File: config.mk
export PLATFORM = sky130hd
export DESIGN_NAME = afs_supervisor
export DESIGN_NICKNAME = d
export VERILOG_FILES = /design/src/afs_supervisor.v
export VERILOG_INCLUDE_DIRS = /design/src /design/src/src
export SDC_FILE = /design/constraint.sdc
export NUM_CORES = 1
export LEC_CHECK = 0
export BUFFER_PORTS_ARGS = -buffer_cell sky130_fd_sc_hd__buf_2
export CAP_MARGIN = 30
export CORE_MARGIN = 10
export CORE_UTILIZATION = 38
export CTS_CLUSTER_DIAMETER = 80
export DETAILED_ROUTE_END_ITERATION = 6
export PLACE_DENSITY = 0.68
export REMOVE_ABC_BUFFERS = 1
export SETUP_SLACK_MARGIN = 0.4
export SLEW_MARGIN = 20
export SYNTH_ARGS = -nofsm -noshare
export SYNTH_HDL_FRONTEND = slang
export SYNTH_SLANG_ARGS = --single-unit
File: constraint.sdc
create_clock -name clk -period 6.25 [get_ports clk]
set_input_delay 0 -clock clk [delete_from_list [all_inputs] [get_ports clk]]
set_output_delay 0 -clock clk [all_outputs]
set_load 0.02 [all_outputs]
File: src/afs_regs.vh
// register map, field positions, reset values and timing for the arc fault supervisor
// assumes a 125 MHz clock and a 32-bit apb master
`ifndef AFS_REGS_VH
`define AFS_REGS_VH

// byte offsets
`define AFS_CFG_OFF      8'h00
`define AFS_HVREQ_OFF    8'h04
`define AFS_CMD_OFF      8'h08
`define AFS_STAT_OFF     8'h0C
`define AFS_ISTAT_OFF    8'h10
`define AFS_IMASK_OFF    8'h14

// config fields
`define AFS_CNT_LSB      0
`define AFS_WIN_LSB      8
`define AFS_QNC_LSB      16
`define AFS_RAMP_BIT     27
`define AFS_ARCEN_BIT    28
`define AFS_SKIP_BIT     29
`define AFS_DEFREM_BIT   30

// command bits
`define AFS_CMD_SAVE     0
`define AFS_CMD_REMOTE   1
`define AFS_CMD_LOCAL    2
`define AFS_CMD_CLEAR    3

// limits and defaults
`define AFS_CNT_MIN      4'h2
`define AFS_CNT_MAX      4'hA
`define AFS_CNT_DEF      4'h4
`define AFS_WIN_MIN      5'h0A
`define AFS_WIN_MAX      5'h14
`define AFS_WIN_DEF      5'h0A
`define AFS_QNC_MIN      9'h032
`define AFS_QNC_MAX      9'h12C
`define AFS_QNC_DEF      9'h096

// timing
`define AFS_CLK_NS       8
`define AFS_MS_NS        1000000
`define AFS_MS_PER_S     15'h3E8

`endif

File: src/afs_supervisor.v
// arc fault supervisor: arc counting, quench, re-ramp, shutdown, local/remote mode
// assumes one 125 MHz clock, apb master, settings store on nv_* ports
//
// Functional notes
// - arc control off: first arc shuts high voltage down and stops
// - arc control on: shut down when count of arcs reached inside window
// - arc count threshold 2 to 10, default 4
// - arc window 10 to 20 seconds
// - arc window defaults to 10 seconds without saved value
// - high voltage held off for quench time 50 to 300 ms, default 150
// - after quench re-ramp, user ramps if ramp control on, else standard
// - skip option restores output after arc with no ramp
// - arc settings written to store on save, reloaded at power-up
// - power up local unless default-remote saved; otherwise remote only on command
// - saved default-remote: power up remote, local enable ignored
// - remote command while enabled locally: shut down, fault until clear
// - in remote mode enable contact is an interlock for remote enable
`timescale 1ns/1ns
`default_nettype none
`include "afs_regs.vh"

module afs_supervisor #(
    parameter CYC_PER_MS = `AFS_MS_NS / `AFS_CLK_NS
) (
    // clock and reset
    input  wire        clk,
    input  wire        rst,
    // apb slave
    input  wire        psel,
    input  wire        penable,
    input  wire        pwrite,
    input  wire [7:0]  paddr,
    input  wire [31:0] pwdata,
    output reg  [31:0] prdata,
    output reg         pready,
    output reg         pslverr,
    // pins from the supply
    input  wire        arc_detect,
    input  wire        enable_contact,
    // settings store
    input  wire [31:0] nv_rdata,
    input  wire        nv_valid,
    output reg         nv_write,
    output reg  [31:0] nv_wdata,
    // supply control
    output reg         hv_enable,
    output reg         ramp_start,
    output reg         ramp_user,
    output reg         remote_mode,
    output reg         fault,
    output reg         irq
);

    localparam [3:0] S_OFF    = 4'b0001;
    localparam [3:0] S_ON     = 4'b0010;
    localparam [3:0] S_QUENCH = 4'b0100;
    localparam [3:0] S_FAULT  = 4'b1000;

    reg  [3:0]  state;
    reg  [3:0]  next_state;
    reg  [3:0]  cfg_cnt;
    reg  [4:0]  cfg_win;
    reg  [8:0]  cfg_qnc;
    reg         cfg_ramp;
    reg         cfg_arcen;
    reg         cfg_skip;
    reg         cfg_defrem;
    reg         hv_req;
    reg  [2:0]  int_stat;
    reg  [2:0]  int_mask;
    reg         booted;
    reg         fault_arc;
    reg         fault_mode;
    reg  [1:0]  arc_sync;
    reg         arc_prev;
    reg  [1:0]  en_sync;
    reg  [16:0] ms_div;
    reg         ms_tick;
    reg  [8:0]  qnc_ms;
    reg  [14:0] win_ms;
    reg         win_run;
    reg  [3:0]  arc_cnt;

    wire        wr_acc;
    wire        setup;
    wire        arc_ev;
    wire        run_ok;
    wire [14:0] win_lim;
    wire [31:0] cfg_word;
    wire [2:0]  ev;
    wire        cmd_wr;
    wire        cmd_clear;
    wire        cmd_remote;
    wire        cmd_local;
    wire        trip;

    // clamp a field into its legal range
    function [8:0] clampv;
        input [8:0] v;
        input [8:0] lo;
        input [8:0] hi;
        begin
            clampv = (v < lo) ? lo : ((v > hi) ? hi : v);
        end
    endfunction

    // address decode
    function mapped;
        input [7:0] a;
        begin
            mapped = (a == `AFS_CFG_OFF) || (a == `AFS_HVREQ_OFF)
                  || (a == `AFS_CMD_OFF) || (a == `AFS_STAT_OFF)
                  || (a == `AFS_ISTAT_OFF) || (a == `AFS_IMASK_OFF);
        end
    endfunction

    assign setup    = psel & ~penable;
    assign wr_acc   = psel & penable & pready & pwrite & ~pslverr;
    assign cmd_wr   = wr_acc & (paddr == `AFS_CMD_OFF);
    assign cmd_clear  = cmd_wr & pwdata[`AFS_CMD_CLEAR];
    assign cmd_remote = cmd_wr & pwdata[`AFS_CMD_REMOTE];
    assign cmd_local  = cmd_wr & pwdata[`AFS_CMD_LOCAL];
    assign cfg_word = {1'b0, cfg_defrem, cfg_skip, cfg_arcen, cfg_ramp,
                       2'b00, cfg_qnc, 3'b000, cfg_win, 4'h0, cfg_cnt};
    assign win_lim  = {10'h000, cfg_win} * `AFS_MS_PER_S;
    assign arc_ev   = arc_sync[1] & ~arc_prev & (state == S_ON);
    // a window that ends on this tick no longer counts its arcs
    wire        win_end  = win_run & ms_tick & (win_ms + 15'h0001 >= win_lim);
    wire [3:0]  arc_base = win_end ? 4'h0 : arc_cnt;
    // interlock in remote, plain enable in local
    assign run_ok   = remote_mode ? (hv_req & en_sync[1]) : en_sync[1];
    // arc shutdown: first arc when off, threshold when on
    assign trip     = ~cfg_arcen | (arc_base + 4'h1 >= cfg_cnt);
    assign ev       = {cmd_remote & ~remote_mode & (state == S_ON),
                       arc_ev & trip, arc_ev};
    wire [31:0] cfg_src  = booted ? pwdata : nv_rdata;
    wire        cfg_load = booted ? (wr_acc && paddr == `AFS_CFG_OFF) : nv_valid;
    wire [8:0]  cnt_cl   = clampv({5'h00, cfg_src[3:0]}, {5'h00, `AFS_CNT_MIN},
                                  {5'h00, `AFS_CNT_MAX});
    wire [8:0]  win_cl   = clampv({4'h0, cfg_src[12:8]}, {4'h0, `AFS_WIN_MIN},
                                  {4'h0, `AFS_WIN_MAX});
    wire [8:0]  qnc_cl   = clampv(cfg_src[24:16], `AFS_QNC_MIN, `AFS_QNC_MAX);

    // pin synchronisers
    always @(posedge clk)
    begin
        if (rst)
        begin
            arc_sync <= 2'b00;
            arc_prev <= 1'b0;
            en_sync  <= 2'b00;
        end
        else
        begin
            arc_sync <= {arc_sync[0], arc_detect};
            arc_prev <= arc_sync[1];
            en_sync  <= {en_sync[0], enable_contact};
        end
    end

    // millisecond enable
    always @(posedge clk)
    begin
        ms_tick <= ~rst & (ms_div == CYC_PER_MS[16:0] - 17'h00001);
        if (rst || ms_div == CYC_PER_MS[16:0] - 17'h00001)
            ms_div <= 17'h00000;
        else
            ms_div <= ms_div + 17'h00001;
    end

    // settings, boot load and save
    always @(posedge clk)
    begin
        if (rst)
        begin
            cfg_cnt    <= `AFS_CNT_DEF;
            cfg_win    <= `AFS_WIN_DEF;
            cfg_qnc    <= `AFS_QNC_DEF;
            cfg_ramp   <= 1'b0;
            cfg_arcen  <= 1'b0;
            cfg_skip   <= 1'b0;
            cfg_defrem <= 1'b0;
            booted     <= 1'b0;
            nv_write   <= 1'b0;
            nv_wdata   <= 32'h00000000;
            hv_req     <= 1'b0;
            int_mask   <= 3'b000;
        end
        else
        begin
            booted   <= 1'b1;
            nv_write <= 1'b0;
            if (cfg_load)
            begin
                cfg_cnt    <= cnt_cl[3:0];
                cfg_win    <= win_cl[4:0];
                cfg_qnc    <= qnc_cl;
                cfg_ramp   <= cfg_src[`AFS_RAMP_BIT];
                cfg_arcen  <= cfg_src[`AFS_ARCEN_BIT];
                cfg_skip   <= cfg_src[`AFS_SKIP_BIT];
                cfg_defrem <= cfg_src[`AFS_DEFREM_BIT];
            end
            if (cmd_wr && pwdata[`AFS_CMD_SAVE])
            begin
                nv_write <= 1'b1;
                nv_wdata <= cfg_word;
            end
            if (wr_acc && paddr == `AFS_HVREQ_OFF)
                hv_req <= pwdata[0];
            if (wr_acc && paddr == `AFS_IMASK_OFF)
                int_mask <= pwdata[2:0];
        end
    end

    // supervisor state machine
    always @*
    begin
        next_state = state;
        case (state)
            S_OFF:
                if (run_ok && booted)
                    next_state = S_ON;
            S_ON:
                if (ev[2] || (arc_ev && trip))
                    next_state = S_FAULT;
                else if (arc_ev)
                    next_state = S_QUENCH;
                else if (!run_ok)
                    next_state = S_OFF;
            S_QUENCH:
                if (!run_ok)
                    next_state = S_OFF;
                else if (ms_tick && qnc_ms + 9'h001 >= cfg_qnc)
                    next_state = S_ON;
            S_FAULT:
                if (cmd_clear)
                    next_state = S_OFF;
            default:
                next_state = S_OFF;
        endcase
    end

    always @(posedge clk)
    begin
        if (rst)
        begin
            state       <= S_OFF;
            remote_mode <= 1'b0;
            fault_arc   <= 1'b0;
            fault_mode  <= 1'b0;
            qnc_ms      <= 9'h000;
            win_ms      <= 15'h0000;
            win_run     <= 1'b0;
            arc_cnt     <= 4'h0;
            hv_enable   <= 1'b0;
            ramp_start  <= 1'b0;
            ramp_user   <= 1'b0;
            fault       <= 1'b0;
        end
        else
        begin
            state      <= next_state;
            ramp_start <= 1'b0;
            ramp_user  <= cfg_ramp;
            hv_enable  <= (next_state == S_ON);
            fault      <= fault_arc | fault_mode;
            if (!booted)
                remote_mode <= nv_valid & nv_rdata[`AFS_DEFREM_BIT];
            else if (cmd_remote)
                remote_mode <= 1'b1;
            else if (cmd_local)
                remote_mode <= 1'b0;
            if (state == S_OFF && next_state == S_ON)
                ramp_start <= 1'b1;
            if (state == S_QUENCH && next_state == S_ON)
                ramp_start <= ~cfg_skip;
            if (state == S_QUENCH && ms_tick)
                qnc_ms <= qnc_ms + 9'h001;
            else if (state != S_QUENCH)
                qnc_ms <= 9'h000;
            if (win_end)
            begin
                win_run <= 1'b0;
                arc_cnt <= 4'h0;
                win_ms  <= 15'h0000;
            end
            else if (win_run && ms_tick)
                win_ms <= win_ms + 15'h0001;
            if (arc_ev)
            begin
                arc_cnt <= arc_base + 4'h1;
                if (!win_run || win_end)
                begin
                    win_run <= 1'b1;
                    win_ms  <= 15'h0000;
                end
                if (trip)
                    fault_arc <= 1'b1;
            end
            if (ev[2])
                fault_mode <= 1'b1;
            if (cmd_clear && state == S_FAULT)
            begin
                fault_arc  <= 1'b0;
                fault_mode <= 1'b0;
                arc_cnt    <= 4'h0;
                win_run    <= 1'b0;
                win_ms     <= 15'h0000;
            end
        end
    end

    // interrupt status, set beats clear
    always @(posedge clk)
    begin
        if (rst)
        begin
            int_stat <= 3'b000;
            irq      <= 1'b0;
        end
        else
        begin
            if (wr_acc && paddr == `AFS_ISTAT_OFF)
                int_stat <= (int_stat & ~pwdata[2:0]) | ev;
            else
                int_stat <= int_stat | ev;
            irq <= |(int_stat & int_mask);
        end
    end

    // apb answer, no wait states
    always @(posedge clk)
    begin
        if (rst)
        begin
            pready  <= 1'b0;
            pslverr <= 1'b0;
            prdata  <= 32'h00000000;
        end
        else
        begin
            pready  <= setup;
            pslverr <= setup & ~mapped(paddr);
            if (setup && pwrite)
                prdata <= 32'h00000000;
            else if (setup)
            begin
                case (paddr)
                    `AFS_CFG_OFF:   prdata <= cfg_word;
                    `AFS_HVREQ_OFF: prdata <= {31'h00000000, hv_req};
                    `AFS_STAT_OFF:  prdata <= {20'h00000, arc_cnt, 1'b0,
                                               fault_mode, fault_arc, win_run,
                                               state[2], hv_enable, en_sync[1],
                                               remote_mode};
                    `AFS_ISTAT_OFF: prdata <= {29'h00000000, int_stat};
                    `AFS_IMASK_OFF: prdata <= {29'h00000000, int_mask};
                    default:        prdata <= 32'h00000000;
                endcase
            end
        end
    end

endmodule // afs_supervisor
`default_nettype wire

==> results.cfg, run 1 <==
[timing]
fin_worst_skew_ps = 6.543
setup_violations = 0
finalCritPeriodShare = 0.9139
finalMaxSlewViolations = 0
worst_slack_ps = 538.3
tightest_slew_ps = 850.8
slew_headroom = 0.4254
hold_viol_final = 0
rsz0062_at_grt = yes
max_freq_mhz = 175.1
min_period_ps = 5712
tns_ps = 0

[critical_path]
rr_endpoint = state[2]$_SDFF_PP0_
end_kind = flip-flop
crit_path_start = cfg_win[3]$_SDFFE_PP1P_
crit_path_start_kind = flip-flop
r2r_setup_slack_ps = 540
worstSetupEndpoint = state[2]$_SDFF_PP0_
critical_path_class = flip-flop to flip-flop
worstRegToRegCells = 26
cp.required_ps = 6570
cp_max_fo = 4
cp.arrival_ps = 6030
reg2reg_from = cfg_win[3]$_SDFFE_PP1P_

[routing]
via_per_inst = 5.137
wl_per_cell_microns = 16.09
drc = 0
drt_first_pass_iters = 5
dr_total_vias = 7099
wirelength_microns = 22240
ant_nets = 0
drt_iter0_markers = 512

[synth]
synth.distinct_cells = 74
ys_warn_count = 0
synth_cells = 949
ys_top_cells_by_area = dfxtp_1 36%, ha_1 8.0%, nor2_1 6.0%
synth.ff_latch_count = 144
syn-cell-area_sq_mm = 0.008115
yosys.area.top_type = dfxtp_1
synthFlopType = dfxtp_1
syn_avg_cell_area_sq_um = 8.551
yosysSeqAreaShare = 0.3552
synth_edf_count = 0
netlist.area_leader.share = 0.3552
ys_async_sr_fraction = 0

[power]
power_frac_seq = 0.390
combPwrFrac = 0.179
vdd_drop_max_mv = 0.1758
power_density_mw_per_mm2 = 243.4
switching_share = 0.2664
power_frac_clock = 0.430
p_int_uw = 1790
p_switching_uw = 650.1
p_leak_uw = 0.004384

[run_status]
status = finished, final reports clean

[global_route]
grt_first_pass_wirelength_microns = 36020
grt_overflow = 0
grtUsageTotal = 0.1573
grt_pass1_vias = 7038
antenna_found_initial = 0
grt_max_degree = 64

[hold_path]
holdPathStages = 5
hold_path.class = input pin to flip-flop

[floorplanning]
initial_core_util = 0.3860
die_y_microns = 166.1
die_area_sq_mm = 0.02760
die_w_microns = 166.1
rows = 53
core-area_sq_mm = 0.02102
ioPinCount = 153

[job]
max_cap_violations = 0

[clock_network]
cts_tree = yes
clkLatencyLatePin_ps = 420
numCtsBuffers = 17
cts_max_level = 4
clk_root_buffer_cell = clkbuf_16
numClockSinks = 144
clkTransAtPathRegs_ps = 60
clk_path_buf_depth = 2

[final_layout]
nFillCells = 1971
antenna_cells = 0
instances_no_fill = 1382
fin_area_sq_mm = 0.01003
drive_gt1_frac = 0.2033
areaGrowthSynthToFinish_pct = 23.56
nets = 1237
utilization = 0.4770

[place]
place_inst = 1306
portBuffers = 115
dpl.hpwl_microns = 16020
dpl_cell_area_sq_mm = 0.008860
place_ws_ps = 197.4
routabilityCongestion = 0.8673
## timing repair
| action | in CTS | in global routing |
|---|---|---|
| gates resized for setup | 11 | 24 |
| pin swaps | 3 | 21 |
| buffers inserted | 3 | 11 |
| endpoints found under the hold margin | 21 | 0 |
| hold buffers | 31 | 0 |
| setup endpoints to repair | 4 | 4 |
## area by class of cell
| class | instances | area, sq um | area share |
|---|---|---|---|
| Sequential cell | 144 | 2895 | 0.2887 |
| Multi-Input combinational cell | 713 | 4888 | 0.4875 |
| Tap cell | 275 | 344.1 | 0.03432 |
| Inverter | 46 | 172.7 | 0.01722 |
| Clock inverter | 9 | 132.6 | 0.01323 |
| Timing Repair Buffer | 173 | 1120 | 0.1117 |
| Clock buffer | 22 | 474.2 | 0.04729 |
## power by group through the flow
stage	Sequential (uW)	Clock, uW	Combinational [uW]
global placement	972	0	350
finish	952	1050	438
global route	954	1110	500
floorplan	970	0	249
detailed placement	972	0	361
CTS	952	1070	392
## placed cells by master, fill, tap and decap left out, types with 7 or more instances in the layout
master           n
nand3_1         55
a2bb2oi_1        7
conb_1          17
inv_1           42
clkbuf_16       17
nor2b_1         16
dfxtp_1        140
a22oi_1          7
nand2_1         83
mux2_2           9
buf_4           24
nor3_1          14
xnor2_1         27
ha_1            46
mux2i_1         31
a211oi_1         9
nor2_1         130
fa_1            10
and3_1          11
nand2b_1         8
dlygate4sd3_1   31
nand4_1         11
a21oi_1         55
xor2_1          45
o21ai_0         18
buf_2          115
## critical path, cell delays in order, from the launching register on
cell and delay [ps]:
dfxtp_4 370, fa_1 510, fa_1 500, inv_1 50, fa_1 500, inv_2 50, ha_4 220, o21ai_2 70
a21oi_2 80, o21a_1 200, o41a_1 420, xnor2_1 130, ha_1 310, and4_4 160, a221oi_2 240, buf_4 180
a21oi_2 60, nor2b_1 150, ha_2 210, xnor2_1 70, ha_1 300, o21ai_2 60, a21oi_2 110, o21ai_1 80
a31o_2 260, and3_4 170, o21a_1 150
## cells by family after synthesis
| kind of cell | Yosys count | synth area share |
|---|---|---|
| simple gates | 369 | 0.2205 |
| flops | 144 | 0.3552 |
| fa+ha+maj | 62 | 0.1048 |
| other cells | 1 | 0.0004621 |
| xor+xnor | 72 | 0.07771 |
| mux | 40 | 0.05073 |
| buf+inv | 108 | 0.06583 |
| compound gates | 153 | 0.1247 |
## synth_stat cells, types with 5 or more instances
library cell	instances
a211oi_1	9
a21oi_1	58
a22oi_1	7
a2bb2oi_1	7
and2_1	6
and3_1	12
and4_1	5
buf_1	5
buf_2	8
buf_4	21
clkbuf_1	25
dfxtp_1	144
fa_1	10
ha_1	52
inv_1	45
mux2_2	9
mux2i_1	31
nand2_1	83
nand2b_1	8
nand3_1	55
nand4_1	11
nor2_1	130
nor2b_1	17
nor3_1	14
nor4_1	5
o21ai_0	22
xnor2_1	27
xor2_1	45
## routing by layer
| layer | up-vias | global-route usage | part of all wire |
|---|---|---|---|
| met5 | - | 0 | 0 |
| met1 | 3343 | 0.2052 | 0.46 |
| met4 | 0 | 0.04391 | 0.013 |
| li1 | 3522 | - | - |
| met3 | 21 | 0.04070 | 0.060 |
| met2 | 213 | 0.2505 | 0.46 |
## sequential cells by signal (all words and copies together), names as in the netlist, 4 cells and up
signal	cells
nv_wdata	22
state	4
win_ms	15
cfg_cnt	4
prdata	25
cfg_win	5
ms_div	17
cfg_qnc	9
arc_cnt	4
qnc_ms	9
## metrics by stage
stage	hold slack, ps	power (uW)
after floorplan	69.07	1219
after global placement	219.5	1322
after detailed placement	231.1	1333
after CTS	4.883	2411
after global routing	79.01	2564
final	33.81	2441
## how the worst min path moves through the flow
| stage | start | end | slack, ps |
|---|---|---|---|
| finish | pwdata[1] | int_mask[1]$_SDFFE_PP0P_ | 30 |
| global route | pwdata[1] | int_mask[1]$_SDFFE_PP0P_ | 80 |
| CTS | pwdata[1] | int_mask[1]$_SDFFE_PP0P_ | 5 |
| detailed placement | enable_contact | en_sync[0]$_SDFF_PP0_ | 230 |
| global placement | enable_contact | en_sync[0]$_SDFF_PP0_ | 220 |
| floorplan | rst | hv_req$_SDFFE_PP0P_ | 70 |
Note: power is estimated with default switching activity, not from simulation.
==> inputs of run 2 (changes only) <==
- CTS_BUF_LIST: default -> sky130_fd_sc_hd__clkbuf_8 sky130_fd_sc_hd__clkbuf_16
- REMOVE_ABC_BUFFERS: 1 -> default
==> results.cfg, run 2 (synthesis results as in run 1) <==
[critical_path]
cp.required_ps = 6560
cp.arrival_ps = 5970
end_kind = flip-flop
critical_path_class = flip-flop to flip-flop
crit_path_start_kind = flip-flop
cp_max_fo = 7

[timing]
finalMaxSlewViolations = 0
setup_violations = 0
hold_ws_ps = 11.67
fin_worst_skew_ps = 11.46
slew_headroom = 0.3731
worst_slack_ps = 593.5
hold_viol_final = 0
tightest_slew_ps = 940.3
min_period_ps = 5657
tns_ps = 0
rsz0062_at_grt = yes
finalCritPeriodShare = 0.9050
max_freq_mhz = 176.8

[place]
place_inst = 1302
dpl.hpwl_microns = 15750
place_ws_ps = 33.42
routabilityCongestion = 0.8344
portBuffers = 115

[clock_network]
clk_root_buffer_cell = clkbuf_16
clkTransAtPathRegs_ps = 70
clkLatencyLatePin_ps = 420
cts_max_level = 4
clk_path_buf_depth = 2
numClockSinks = 144
cts_tree = yes
numCtsBuffers = 17

[routing]
dr_total_vias = 7037
via_per_inst = 5.114
wl_per_cell_microns = 15.41
drt_iter0_markers = 432
drc = 0
ant_nets = 0
drt_first_pass_iters = 5
wirelength_microns = 21200

[floorplanning]
die_w_microns = 166.1
rows = 53
die_y_microns = 166.1
initial_core_util = 0.3860
core-area_sq_mm = 0.02102
ioPinCount = 153
die_area_sq_mm = 0.02760

[final_layout]
nets = 1229
regArea_sq_mm = 0.002893
nFillCells = 1982
regMostFlops = prdata
largest_register_ffs = 25
mostFrequentLayoutCell = dfxtp_1
instances_no_fill = 1376
reg.largest.list = prdata: 25 flops, nv_wdata: 22 flops, ms_div: 17 flops
layout_common_cells = 140 x dfxtp_1, 130 x nor2_1, 115 x buf_2, 83 x nand2_1, 56 x a21oi_1
multi_input_area_sq_mm = 0.004881
areaGrowthSynthToFinish_pct = 22.08
drive_gt1_frac = 0.2009

[power]
vdd_drop_max_mv = 0.1898
p_leak_uw = 0.004349
power_density_mw_per_mm2 = 240.6
power_uw = 2384

[global_route]
antenna_found_initial = 1
grt_max_degree = 64
grt_pass1_vias = 6743
grtUsageTotal = 0.1476
grt_first_pass_wirelength_microns = 34480
grt_overflow = 0

[job]
max_cap_violations = 0

[hold_path]
hold_path.class = input pin to flip-flop

[run_status]
status = finished, final reports clean
==> run 2: cell types whose count changed in the layout (fill, tap and decap cells not counted), sizes merged, moves of 3 or more <==
cell         change
clkbuf           -5
buf              -4
dlygate4sd3      -4
inv              +9
bufinv           -3
==> run 2: layout make-up <==
type / instances / area share
flip-flops and latches: 144 / 0.2920
clock buffers: 17 / 0.04294
repair buffers: 165 / 0.1036
multi-input cells: 713 / 0.4927
clock inverters: 15 / 0.01642
diodes: 1 / 0.0002526
well taps: 275 / 0.03473
inverters: 46 / 0.01743
==> run 2: critical path: stages (launching register included) <==
cell	delay [ps]
dfxtp_4	410
fa_2	470
fa_1	500
inv_1	50
fa_1	490
inv_2	50
ha_4	220
o21ai_4	60
a21oi_2	70
o21a_1	190
o41a_1	420
xnor2_1	140
ha_1	300
and4_4	230
nand2_1	80
o21bai_4	190
a21oi_2	180
nor2b_1	80
ha_2	200
xnor2_1	130
ha_1	270
o21ai_0	60
a21oi_1	110
o21ai_1	80
a31o_2	250
and3_1	160
o21a_1	160
==> run 2: per-layer routing <==
layer / global-route usage / vias to the layer above / part of all wire
met5: 0 / - / 0
met4: 0.04314 / 0 / 0.013
met3: 0.03029 / 19 / 0.047
met2: 0.2354 / 194 / 0.46
met1: 0.1964 / 3302 / 0.48
li1: - / 3522 / -
==> run 2: repair_timing <==
action | CTS | global route
hold buffers | 27 | 0
pin swaps | 3 | 19
resized for setup | 11 | 20
setup buffers | 6 | 8
endpoints found under the setup margin | 4 | 4
endpoints found under the hold margin | 24 | 0
==> run 2: stage by stage <==
| step | utilization | area (sq um) |
|---|---|---|
| after floorplan | - | 8182 |
| after global placement | 0.4187 | 8801 |
| after detailed placement | 0.4192 | 8812 |
| after CTS | 0.4637 | 9748 |
| after global routing | 0.4713 | 9907 |
| final | 0.4713 | 9907 |
==> run 2: power breakdown <==
| part | total [uW] | internal (uW) | switching (uW) | leakage, uW |
|---|---|---|---|---|
| sequential | 951 | 932 | 19.4 | 0.00117 |
| combinational | 434 | 198 | 236 | 0.00290 |
| clock | 998 | 536 | 463 | 0.000279 |
| total | 2380 | 1670 | 718 | 0.00435 |
==> run 2: final timing paths <==
check	start	end	slack [ps]	cells past startpoint
hold reg to reg	arc_sync[0]$_SDFF_PP0_	arc_sync[1]$_SDFF_PP0_	440	1
hold / removal	pwdata[16]	cfg_qnc[0]$_SDFFE_PP0P_	10	4
setup reg to reg	cfg_win[2]$_SDFFE_PP0P_	state[2]$_SDFF_PP0_	590	26
setup / recovery	cfg_win[2]$_SDFFE_PP0P_	state[2]$_SDFF_PP0_	590	26
==> inputs of run 3 (changes only) <==
- clock period: 6.25 -> 4.8 ns (I/O delays scaled with it)
==> results.cfg, run 3 (synthesis results as in run 1) <==
[final_layout]
reg.largest.list = prdata: 25 flops, nv_wdata: 22 flops, ms_div: 17 flops
nets = 1256
fin_area_sq_mm = 0.01026
nFillCells = 1954
regArea_sq_mm = 0.002895
regMostFlops = prdata
antenna_cells = 0
utilization = 0.4879
areaGrowthSynthToFinish_pct = 26.38
layout_common_cells = 140 x dfxtp_1, 128 x nor2_1, 115 x buf_2, 79 x nand2_1, 55 x nand3_1
drive_gt1_frac = 0.2236
multi_input_area_sq_mm = 0.004955
mostFrequentLayoutCell = dfxtp_1
largest_register_ffs = 25

[global_route]
grtUsageTotal = 0.1641
grt_overflow = 0
antenna_found_initial = 0
grt_pass1_vias = 7236
grt_first_pass_wirelength_microns = 37770
grt_max_degree = 63

[routing]
drt_first_pass_iters = 5
drt_iter0_markers = 551
wl_per_cell_microns = 16.53
dr_total_vias = 7259
drc = 0
ant_nets = 0
wirelength_microns = 23180
via_per_inst = 5.178

[power]
p_leak_uw = 0.004526
power_uw = 3278
power_density_mw_per_mm2 = 319.6
vdd_drop_max_mv = 0.2189

[critical_path]
rr_endpoint = state[2]$_SDFF_PP0_
crit_family = adder cells
cp.required_ps = 5120
slowest_delay_ps = 500
cp_max_fo = 3
slowest_stage = fa_1
worstRegToRegCells = 26
critical_path_class = flip-flop to flip-flop
end_kind = flip-flop
cp.arrival_ps = 5850
crit_path_start_kind = flip-flop
crit_buf_inv = 2
r2r_setup_slack_ps = -730
reg2reg_from = cfg_win[3]$_SDFFE_PP1P_

[timing]
tightest_slew_ps = 1147
setup_violations = 5
rsz0062_at_grt = yes
finalMaxSlewViolations = 0
slew_headroom = 0.2154
finalCritPeriodShare = 1.152
max_freq_mhz = 180.8
fin_worst_skew_ps = 16.06
min_period_ps = 5532
tns_ps = -2772
hold_viol_final = 0
worst_slack_ps = -731.8

[run_status]
violations = setup timing
status = finished with violations

[place]
routabilityCongestion = 0.8544
place_ws_ps = -760.2
portBuffers = 115
dpl_cell_area_sq_mm = 0.009141
dpl.hpwl_microns = 16600

[floorplanning]
die_w_microns = 166.1
die_area_sq_mm = 0.02760
rows = 53
die_y_microns = 166.1
ioPinCount = 153
initial_core_util = 0.3860
core-area_sq_mm = 0.02102

[hold_path]
holdPathStages = 4
whs_endpoint = cfg_qnc[6]$_SDFFE_PP0P_
hold_path.class = input pin to flip-flop
hold_start = pwdata[22]

[clock_network]
numCtsBuffers = 17
clkLatencyLatePin_ps = 430
numClockSinks = 144
clkTransAtPathRegs_ps = 60
cts_tree = yes
clk_root_buffer_cell = clkbuf_16
clk_path_buf_depth = 2
cts_max_level = 4

[job]
max_cap_violations = 0
==> run 3: changes by cell type in the layout (fill, tap and decap cells not counted), sizes merged <==
cell,delta
clkbuf,+1
buf,+25
bufinv,+3
inv,-5
dlygate4sd3,+2
diode,-1
clkinvlp,-1
clkinv,+2
==> run 3: worst min-delay path, cell delays in order <==
cell	delay, ps
buf_2	120
mux2_2	150
a22oi_1	60
nor2_1	70
==> run 3: how the worst max path moves through the flow <==
stage	startpoint	to	slack [ps]	depth (start not counted)
floorplan	cfg_win[3]$_SDFFE_PP1P_	state[2]$_SDFF_PP0_	-580	26
global placement	cfg_win[2]$_SDFFE_PP0P_	state[2]$_SDFF_PP0_	-620	27
detailed placement	cfg_win[2]$_SDFFE_PP0P_	state[2]$_SDFF_PP0_	-760	27
CTS	cfg_win[2]$_SDFFE_PP0P_	state[2]$_SDFF_PP0_	-710	26
global route	cfg_win[3]$_SDFFE_PP1P_	state[2]$_SDFF_PP0_	-900	26
finish	cfg_win[3]$_SDFFE_PP1P_	state[2]$_SDFF_PP0_	-730	26
==> run 3: through the flow <==
stage | std cells | hold WS [ps]
3_5_place_dp | 1331 | 231.9
5_1_grt | 1402 | 19.95
3_3_place_gp | 1329 | 229.0
4_1_cts | 1397 | 0.9709
6_report | 1402 | 8.537
2_1_floorplan | 965 | 128.2
==> run 3: per-layer routing <==
| metal | GRT usage | share of wire | up-vias |
|---|---|---|---|
| met5 | 0 | 0 | - |
| met3 | 0.03431 | 0.050 | 32 |
| met4 | 0.04892 | 0.015 | 0 |
| met1 | 0.2190 | 0.47 | 3465 |
| met2 | 0.2596 | 0.46 | 201 |
| li1 | - | - | 3561 |
==> run 3: cell type report <==
cell class                      count  area share
Multi-Input combinational cell    713      0.4831
Sequential cell                   144      0.2823
Timing Repair Buffer              192      0.1244
Clock buffer                       18     0.04392
Tap cell                          275     0.03355
Inverter                           46     0.01684
Clock inverter                     14     0.01586
==> run 3: where the power goes <==
part / internal, uW / switching (uW) / leakage (uW)
registers: 1210 / 25.9 / 0.00117
clock network: 846 / 544 / 0.000304
logic: 308 / 340 / 0.00305
==> run 3: timing repair <==
item                       4_1_cts  5_1_grt
hold buffers                    29        0
gates resized for setup         15       11
setup buffers                    5        3
setup endpoints to repair       23       24
hold endpoints to repair        20        0
pin swaps                       10        5
